--- src/hw/pit_pkg.sv ---
// Notes on behaviour
// Terminals map onto fixed word and bit addresses
// Knob positions load as BCD 0 to 200
// Filter constant selectable 1 to 128 ms; word 001 here uses a 0.1 to 56 ms table
// Word 000 delay set to set+0.5 ms; here it is set to set+0.1 ms
// Response is hardware, filter and scan time
// Two or four interrupt terminals, bits 3-6
// Each interrupt input direct or counter mode
// Direct mode interrupts within 0.3 ms
// Counter mode interrupts when count hits set value
// Unconfigured interrupt bits act as plain inputs
// Software spaces refreshes 1.3 ms apart
// Interrupt terminals double as quick-response inputs
// Quick inputs latch pulses of 0.2 ms
// Timer 0.5-319968 ms in 0.1 ms steps
// One-shot mode interrupts once then stops
// Scheduled mode interrupts and reloads every timeout
// Filter passes level only after stable time
package pit_pkg;
	// Time base: one tick is 0.1 ms
	localparam int CLK_NS   = 100;
	localparam int TICK_NS  = 100_000;
	localparam int TICK_CYC = TICK_NS / CLK_NS;
	localparam int TDIV_W   = 10;
	// Terminal layout
	localparam int IN_W     = 12;
	localparam int OUT_W    = 8;
	localparam int IRQ_MAX  = 4;
	localparam int IRQ_BASE = 3;
	localparam int CNT_W    = 16;
	localparam int FCNT_W   = 11;
	localparam int TMR_W    = 22;
	localparam int ST_W     = 5;
	localparam int ST_TMR   = 4;
	localparam int TC_RUN   = 0;
	localparam int TC_ONE   = 1;
	// Word indexes; byte address is four times the index
	localparam logic [7:0] IDX_IN0   = 8'h00;
	localparam logic [7:0] IDX_IN1   = 8'h01;
	localparam logic [7:0] IDX_OUT0  = 8'h0a;
	localparam logic [7:0] IDX_OUT1  = 8'h0b;
	localparam logic [7:0] IDX_FILT  = 8'h80;
	localparam logic [7:0] IDX_MODE  = 8'h81;
	localparam logic [7:0] IDX_STAT  = 8'h82;
	localparam logic [7:0] IDX_MASK  = 8'h83;
	localparam logic [7:0] IDX_TPER  = 8'h84;
	localparam logic [7:0] IDX_TCTL  = 8'h85;
	localparam logic [7:0] IDX_SV    = 8'h88;
	localparam logic [7:0] IDX_CNT   = 8'h8c;
	localparam logic [7:0] IDX_KNOB0 = 8'hfa;
	localparam logic [7:0] IDX_KNOB1 = 8'hfb;
	// Interval timer limits in ticks
	localparam logic [TMR_W-1:0] TMR_MIN = 22'h00_0005;
	localparam logic [TMR_W-1:0] TMR_MAX = 22'h30_d2c0;
	// Knob scaling
	localparam logic [7:0]  KNOB_MAX = 8'hc8;
	localparam logic [15:0] KNOB_TOP = 16'h0200;
	localparam logic [7:0]  DEC_HUND = 8'h64;
	localparam logic [7:0]  DEC_TEN  = 8'h0a;
	// Filter ticks: word 000 shifts the 1 ms base, word 001 uses a table
	localparam logic [FCNT_W-1:0] FILT0_BASE = 11'h00a;
	localparam logic [7:0][FCNT_W-1:0] FILT1_TICKS = {
		11'h230, 11'h118, 11'h08c, 11'h046,
		11'h023, 11'h012, 11'h008, 11'h001};

	typedef enum logic [1:0] {
		MODE_NORMAL = 2'h0,
		MODE_DIRECT = 2'h1,
		MODE_COUNT  = 2'h2,
		MODE_QUICK  = 2'h3
	} pit_mode_t;
	typedef pit_mode_t [IRQ_MAX-1:0] pit_modes_t;

	// Wishbone request from the master
	typedef struct packed {
		logic        cyc;
		logic        stb;
		logic        we;
		logic [3:0]  sel;
		logic [9:0]  adr;
		logic [31:0] dat;
	} pit_wb_req_t;

	// Whole state of the block
	typedef struct packed {
		logic                           ack;
		logic [31:0]                    rdat;
		logic [OUT_W-1:0]               out0;
		logic [OUT_W-1:0]               out1;
		logic [2:0]                     fsel;
		pit_modes_t                     mode;
		logic [ST_W-1:0]                stat;
		logic [ST_W-1:0]                mask;
		logic [TMR_W-1:0]               tper;
		logic [TMR_W-1:0]               tcnt;
		logic                           trun;
		logic                           tone;
		logic [TDIV_W-1:0]              tdiv;
		logic [IRQ_MAX-1:0][CNT_W-1:0]  sv;
		logic [IRQ_MAX-1:0][CNT_W-1:0]  cnt;
		logic [IRQ_MAX-1:0]             prev;
		logic [IRQ_MAX-1:0]             qlat;
		logic [2*IN_W-1:0]              filt;
		logic [2*IN_W-1:0][FCNT_W-1:0]  fcnt;
		logic [15:0]                    knob0;
		logic [15:0]                    knob1;
	} pit_state_t;

	localparam pit_state_t ST_RESET = '0;
endpackage : pit_pkg

--- src/hw/pit_top.sv ---
// The Wishbone slave port was decided locally.
`timescale 1ns/100ps
`default_nettype none
module pit_top #(
	parameter int NUM_IRQ  = pit_pkg::IRQ_MAX,
	parameter int TICK_CYC = pit_pkg::TICK_CYC
) (
	// Clock and reset
	input  wire logic                          clk_i,
	input  wire logic                          rst_i,
	// Wishbone slave
	input  wire pit_pkg::pit_wb_req_t          wb_i,
	output logic                               ack_o,
	output logic [31:0]                        dat_o,
	// Field terminals and knobs
	input  wire logic [pit_pkg::IN_W-1:0]      in0_i,
	input  wire logic [pit_pkg::IN_W-1:0]      in1_i,
	input  wire logic [7:0]                    knob0_i,
	input  wire logic [7:0]                    knob1_i,
	output logic [pit_pkg::OUT_W-1:0]          out0_o,
	output logic [pit_pkg::OUT_W-1:0]          out1_o,
	// Interrupt to the program executor
	output logic                               irq_o
);
	import pit_pkg::*;

	pit_state_t          st_q;
	pit_state_t          st_d;
	logic [2*IN_W-1:0]   raw;
	logic [IRQ_MAX-1:0]  rise;
	logic                tick;
	logic                req;
	logic                wr;
	logic                rd;
	logic                tout;
	logic [7:0]          idx;
	logic [31:0]         bmask;
	logic [31:0]         wdat;
	logic [31:0]         rdat;
	logic [IN_W-1:0]     view0;
	logic [FCNT_W-1:0]   lim0;
	logic [FCNT_W-1:0]   lim1;
	logic [TMR_W-1:0]    tlim;
	logic [ST_W-1:0]     ev;
	logic [ST_W-1:0]     clr;

	////////////////////////////////////////////////////////////////////
	// Knob position to BCD, clamped at the top of the scale
	function automatic logic [15:0] knob_bcd(input logic [7:0] pos);
		logic [7:0] v;
		logic [7:0] h;
		logic [7:0] r;
		logic [7:0] t;
		logic [7:0] u;
		v = (pos > KNOB_MAX) ? KNOB_MAX : pos;
		h = v / DEC_HUND;
		r = v % DEC_HUND;
		t = r / DEC_TEN;
		u = r % DEC_TEN;
		return {4'h0, h[3:0], t[3:0], u[3:0]};
	endfunction : knob_bcd

	////////////////////////////////////////////////////////////////////
	// Shared decode
	assign raw   = {in1_i, in0_i};
	assign rise  = raw[IRQ_BASE +: IRQ_MAX] & ~st_q.prev;
	assign idx   = wb_i.adr[9:2];
	assign req   = wb_i.cyc & wb_i.stb & ~st_q.ack;
	assign wr    = wb_i.cyc & wb_i.stb & wb_i.we & st_q.ack;
	assign rd    = req & ~wb_i.we;
	assign tick  = st_q.tdiv == TDIV_W'(TICK_CYC - 1);
	assign lim0  = FILT0_BASE << st_q.fsel;
	assign lim1  = FILT1_TICKS[st_q.fsel];
	// Never time out below the shortest period, even before setup
	assign tlim  = (st_q.tper < TMR_MIN) ? TMR_MIN : st_q.tper;
	assign bmask = {{8{wb_i.sel[3]}}, {8{wb_i.sel[2]}},
	                {8{wb_i.sel[1]}}, {8{wb_i.sel[0]}}};
	// Unselected byte lanes keep the register's present value
	assign wdat  = (wb_i.dat & bmask) | (rdat & ~bmask);

	////////////////////////////////////////////////////////////////////
	// Next-state logic
	always_comb begin
		st_d  = st_q;
		ev    = '0;
		clr   = '0;
		tout  = 1'b0;
		rdat  = '0;
		view0 = st_q.filt[IN_W-1:0];

		// Divider for the 0.1 ms tick
		st_d.tdiv = tick ? '0 : st_q.tdiv + 1'b1;

		// Stability filter, one counter per terminal
		for (int i = 0; i < 2*IN_W; i++) begin
			if (raw[i] == st_q.filt[i]) begin
				st_d.fcnt[i] = '0;
			end else if (tick) begin
				if (st_q.fcnt[i] == ((i < IN_W) ? lim0 : lim1)) begin
					st_d.filt[i] = raw[i];
					st_d.fcnt[i] = '0;
				end else begin
					st_d.fcnt[i] = st_q.fcnt[i] + 1'b1;
				end
			end
		end

		// Interrupt-capable terminals; unused ones stay filtered inputs
		for (int j = 0; j < NUM_IRQ; j++) begin
			st_d.prev[j] = raw[IRQ_BASE + j];
			case (st_q.mode[j])
				MODE_DIRECT: begin
					// Raw edge, no filter: answers in one clock
					ev[j] = rise[j];
				end
				MODE_COUNT: begin
					if (rise[j]) begin
						if (CNT_W'(st_q.cnt[j] + 1'b1) == st_q.sv[j]) begin
							ev[j]        = 1'b1;
							st_d.cnt[j] = '0;
						end else begin
							st_d.cnt[j] = st_q.cnt[j] + 1'b1;
						end
					end
				end
				MODE_QUICK: begin
					view0[IRQ_BASE + j] = st_q.qlat[j] | raw[IRQ_BASE + j];
				end
				default: begin
				end
			endcase
		end

		// Interval timer counts ticks up to the period
		if (tick && st_q.trun) begin
			if (st_q.tcnt >= tlim - 1'b1) begin
				tout         = 1'b1;
				ev[ST_TMR]   = 1'b1;
				st_d.tcnt    = '0;
				if (st_q.tone) begin
					st_d.trun = 1'b0;
				end
			end else begin
				st_d.tcnt = st_q.tcnt + 1'b1;
			end
		end

		// Register read mux
		if (idx == IDX_IN0) begin
			rdat = 32'(view0);
		end else if (idx == IDX_IN1) begin
			rdat = 32'(st_q.filt[2*IN_W-1:IN_W]);
		end else if (idx == IDX_OUT0) begin
			rdat = 32'(st_q.out0);
		end else if (idx == IDX_OUT1) begin
			rdat = 32'(st_q.out1);
		end else if (idx == IDX_FILT) begin
			rdat = 32'(st_q.fsel);
		end else if (idx == IDX_MODE) begin
			rdat = 32'(st_q.mode);
		end else if (idx == IDX_STAT) begin
			rdat = 32'(st_q.stat);
		end else if (idx == IDX_MASK) begin
			rdat = 32'(st_q.mask);
		end else if (idx == IDX_TPER) begin
			rdat = 32'(st_q.tper);
		end else if (idx == IDX_TCTL) begin
			rdat[TC_RUN] = st_q.trun;
			rdat[TC_ONE] = st_q.tone;
		end else if (idx[7:2] == IDX_SV[7:2]) begin
			rdat = 32'(st_q.sv[idx[1:0]]);
		end else if (idx[7:2] == IDX_CNT[7:2]) begin
			rdat = 32'(st_q.cnt[idx[1:0]]);
		end else if (idx == IDX_KNOB0) begin
			rdat = 32'(st_q.knob0);
		end else if (idx == IDX_KNOB1) begin
			rdat = 32'(st_q.knob1);
		end

		// Bus answer: one-cycle ack, data registered with it
		st_d.ack = req;
		if (rd) begin
			st_d.rdat = rdat;
		end

		// Register writes; later than the timer so software wins
		if (wr) begin
			if (idx == IDX_OUT0) begin
				st_d.out0 = wdat[OUT_W-1:0];
			end else if (idx == IDX_OUT1) begin
				st_d.out1 = wdat[OUT_W-1:0];
			end else if (idx == IDX_FILT) begin
				st_d.fsel = wdat[2:0];
			end else if (idx == IDX_MODE) begin
				st_d.mode = pit_modes_t'(wdat[2*IRQ_MAX-1:0]);
			end else if (idx == IDX_STAT) begin
				clr = wb_i.dat[ST_W-1:0] & bmask[ST_W-1:0];
			end else if (idx == IDX_MASK) begin
				st_d.mask = wdat[ST_W-1:0];
			end else if (idx == IDX_TPER) begin
				if (wdat[TMR_W-1:0] < TMR_MIN) begin
					st_d.tper = TMR_MIN;
				end else if (wdat[TMR_W-1:0] > TMR_MAX) begin
					st_d.tper = TMR_MAX;
				end else begin
					st_d.tper = wdat[TMR_W-1:0];
				end
			end else if (idx == IDX_TCTL) begin
				// Any control write restarts the period from zero
				st_d.trun = wdat[TC_RUN];
				st_d.tone = wdat[TC_ONE];
				st_d.tcnt = '0;
			end else if (idx[7:2] == IDX_SV[7:2]) begin
				st_d.sv[idx[1:0]]  = wdat[CNT_W-1:0];
				st_d.cnt[idx[1:0]] = '0;
			end
		end

		// Quick latches: a read of word 000 clears, a new edge wins
		if (rd && idx == IDX_IN0) begin
			st_d.qlat = '0;
		end
		for (int k = 0; k < NUM_IRQ; k++) begin
			if (st_q.mode[k] == MODE_QUICK && rise[k]) begin
				st_d.qlat[k] = 1'b1;
			end
		end

		// Sticky status: set beats a write-one clear
		st_d.stat = (st_q.stat & ~clr) | ev;

		// Knob words follow the knobs continuously
		st_d.knob0 = knob_bcd(knob0_i);
		st_d.knob1 = knob_bcd(knob1_i);
	end

	////////////////////////////////////////////////////////////////////
	// State register
	always_ff @(posedge clk_i) begin
		if (rst_i) begin
			st_q <= ST_RESET;
		end else begin
			st_q <= st_d;
		end
	end

	// Outputs straight from flops; level interrupt is the OR of status AND mask
	assign ack_o  = st_q.ack;
	assign dat_o  = st_q.rdat;
	assign out0_o = st_q.out0;
	assign out1_o = st_q.out1;
	assign irq_o  = |(st_q.stat & st_q.mask);
endmodule : pit_top
`default_nettype wire

--- config.mk ---
export PLATFORM = sky130hd
export DESIGN_NAME = pit_top
export DESIGN_NICKNAME = d
export VERILOG_FILES = /design/src/hw/pit_pkg.sv /design/src/hw/pit_top.sv
export SDC_FILE = /design/constraint.sdc
export NUM_CORES = 2
export LEC_CHECK = 0
export ABC_CLOCK_PERIOD_IN_PS = 5500
export BUFFER_PORTS_ARGS = -buffer_cell sky130_fd_sc_hd__buf_4
export CORE_ASPECT_RATIO = 2
export CORE_UTILIZATION = 33
export CTS_CLUSTER_SIZE = 30
export DETAILED_ROUTE_END_ITERATION = 7
export HOLD_SLACK_MARGIN = 0.02
export PLACE_DENSITY = 0.55
export SYNTH_ARGS = -nofsm -noshare
export SYNTH_HDL_FRONTEND = slang
export SYNTH_SLANG_ARGS = --single-unit
--- constraint.sdc ---
create_clock -name clk_i -period 5.5 [get_ports clk_i]
set_clock_uncertainty 0.15 [all_clocks]
set_input_delay 1.1 -clock clk_i [delete_from_list [all_inputs] [get_ports clk_i]]
set_output_delay 1.1 -clock clk_i [all_outputs]
set_load 0.1 [all_outputs]
==> results.sh <==
export IMPL_first_global_vias=28880
export IMPL_fillerInstances=10310
export IMPL_io_pins=141
export IMPL_power_w=0.009237
export IMPL_cts_tree="done"
export IMPL_holdCritStartpoint="dat_o[18]"
export IMPL_busiest_layer="met2"
export IMPL_die_w_um=225.3
export IMPL_setup_viol=0
export IMPL_synth_top_cell_by_area="dfxtp_1"
export IMPL_tns_ns=0
export IMPL_fin_crit_sh=0.9246
export IMPL_synth_area_top_cells="dfxtp_1, xor2_1, nor2_1"
export IMPL_postRouteAntennaNets=0
export IMPL_hold_violations=0
export IMPL_htreeDepth=2
export IMPL_synth_async_sr_flop_share=0
export IMPL_die_area_um2=101000
export IMPL_cts_root_buf="clkbuf_16"
export IMPL_reg2reg_to="st_q[477]"
export IMPL_worstRegToRegCells=20
export IMPL_synthToLayoutAreaGrowth_pct=12.54
export IMPL_path_class="reg2reg"
export IMPL_min_to="dat_o[18]"
export IMPL_max_freq_ghz=0.1966
export IMPL_cts_made_buffers=56
export IMPL_grt_max_degree=80
export IMPL_syn_inst=4085
export IMPL_finalMaxSlewViolations=0
export IMPL_nNetsFinal=4237
export IMPL_yosysSeqAreaShare=0.3469
export IMPL_path_clk_slew_ns=0.07
export IMPL_status="finished, final reports clean"
export IMPL_wl_um=115300
export IMPL_via_per_inst=5.474
export IMPL_first_pass_iters=5
export IMPL_start_util=0.3333
export IMPL_crit_fanout=20
export IMPL_vias=29790
export IMPL_layout_drive_gt1_share=0.09898
export IMPL_drc_errors=0
export IMPL_power_density_nw_per_um2=249.5
export IMPL_hold_depth=2
export IMPL_grt_first_pass_wirelength_um=173300
export IMPL_core_um2=98710
export IMPL_wl_per_cell_um=21.18
export IMPL_gp_congestion=0.9897
export IMPL_ys_seq_elements=570
export IMPL_use_met2=0.4003
export IMPL_rows=163
export IMPL_hpwl_um=86930
export IMPL_rrSetupSlack_ns=0.41
export IMPL_multi_input_area_um2=20130
export IMPL_grtUsageMet3=0.03776
export IMPL_endpoint_kind="flop"
export IMPL_synth_avg_cell_area_um2=8.053
export IMPL_worstSetupStartpointType="flop"
export IMPL_p_leak_nw=13.83
export IMPL_ff_latch_area_um2=11410
export IMPL_groute_usage_overall=0.2238
export IMPL_met1_usage=0.2355
export IMPL_max_slew_worst_pin_slew_ns=1.298
export IMPL_clkLatencyLatePin_ns=0.67
export IMPL_rsz0062_at_grt="false"
export IMPL_dieHeight_um=448.5
export IMPL_overflow=0
export IMPL_io_buffers=117
export IMPL_layout_min_cycle_time_ns=5.085
export IMPL_hold_class="reg2reg"
export IMPL_synth_edf_count=0
export IMPL_ys_warnings_count=0
export IMPL_netlist_area_um2=32900
export IMPL_crit_arrival_ns=5.49
export IMPL_peakVddDrop_mv=0.2420
export IMPL_required_ns=5.90
export IMPL_maxCapViolCount=0
export IMPL_clock_sinks=570
export IMPL_cts_buffer_depth=3
export IMPL_drtIter0Drc=2002
export IMPL_synth_ff_type="dfxtp_1"
export IMPL_slew_headroom=0.1278
export IMPL_yosysTopAreaCellShare=0.3469
export IMPL_reg2reg_from="st_q[500]"
export IMPL_yosysUniqueCellTypes=89
export IMPL_grt_antenna_before_repair=4
-- cell usage after synthesis (51+ instances only) --
cell and number:
a21oi_1 248, and3_1 95, clkbuf_1 174, dfxtp_1 570
ha_1 71, mux2i_1 81, nand2_1 411, nand3_1 110
nand4_1 125, nor2_1 559, nor3_1 99, o21ai_0 181
or3_1 51, xnor2_1 188, xor2_1 353
-- metal layers --
layer  part of all wire  vias up
li1                   -    14280
met1               0.37    14320
met2               0.50      870
met3              0.055      314
met4              0.075        6
met5            0.00036        -
-- worst max-delay path: stages (launching register included) --
cell and delay, ns:
dfxtp_1 0.31, or4_1 0.56, or3_1 0.38, or3b_2 0.50
nor3_2 0.26, nand2b_1 0.14, ha_1 0.20, nand3_1 0.20
or2_2 0.39, nor3_1 0.19, xnor2_1 0.10, ha_1 0.30
nand4_1 0.11, a21oi_1 0.13, a211oi_1 0.08, o211ai_1 0.16
o21ai_0 0.11, buf_4 0.18, o21bai_1 0.14, buf_4 0.27
nor2_1 0.08
-- cells by family after synthesis --
logic type / Yosys count / synth area share
buf+inv: 328 / 0.04370
fa+ha+maj: 72 / 0.02731
compound gates: 749 / 0.1425
mux: 120 / 0.04530
other cells: 1 / 0.0001140
flops: 570 / 0.3469
simple gates: 1704 / 0.2502
xor+xnor: 541 / 0.1440
-- layout by cell type (no fill, tap or decap), drive strengths merged, types with 69 or more instances in the layout --
cell type and n:
a21oi 248, nand4 125, nand3 110, and3 95, nor3 103, xnor2 188
clkbuf 69, o21ai 189, buf 202, xor2 353, nor2 560, dfxtp 570
nand2 412, ha 71, mux2i 81
-- worst max path at each step --
| stage | slack [ns] | end | depth (start not counted) | from |
|---|---|---|---|---|
| finish | 0.41 | st_q[477] | 20 | st_q[500] |
| floorplan | 0.67 | st_q[17] | 15 | knob0_i[5] |
| CTS | 0.27 | st_q[471] | 19 | st_q[500] |
| detailed placement | 0.30 | st_q[476] | 19 | st_q[500] |
| global route | 0.03 | st_q[474] | 19 | st_q[500] |
| global placement | 0.37 | st_q[476] | 20 | st_q[500] |
-- state kept, by name, summed over array words and instances (netlist names) --
| signal | count |
|---|---|
| st_q | 521 |
| dat_o | 22 |
| lim1 | 10 |
| out0_o | 8 |
| out1_o | 8 |
| ack_o | 1 |
-- layout make-up --
type                       instances  share of cell area
multi-input combinational       3196              0.5438
sequential                       570              0.3083
tap                             1320             0.04461
clock buffer                      69             0.04245
timing repair buffer             202             0.04174
clock inverter                    36             0.01403
inverter                          49            0.004968
antenna                            1          0.00006760
-- repair_timing --
action | CTS | global route
hold buffers | 0 | 0
setup endpoints to repair | 0 | 20
endpoints found under the hold margin | 0 | 0
buffers inserted | 0 | 0
gates resized for setup | 0 | 2
-- report_power, final --
| part | switching (W) | internal, W |
|---|---|---|
| clock network | 0.00186 | 0.00256 |
| registers | 0.0000116 | 0.00415 |
| logic | 0.000452 | 0.000199 |
-- metrics by stage --
stage | hold WS, ns | worst slack (ns) | instances | utilization | area, um^2
CTS | 0.3383 | 0.2658 | 5442 | 0.3749 | 37010
finish | 0.3325 | 0.4147 | 5443 | 0.3750 | 37020
detailed placement | 0.3306 | 0.3002 | 5337 | 0.3538 | 34920
global route | 0.3588 | 0.03294 | 5442 | 0.3750 | 37020
global placement | 0.3293 | 0.3696 | 5337 | 0.3538 | 34920
floorplan | 0.2823 | 0.6666 | 4094 | - | 32930
Note: power is estimated with default switching activity, not from simulation.
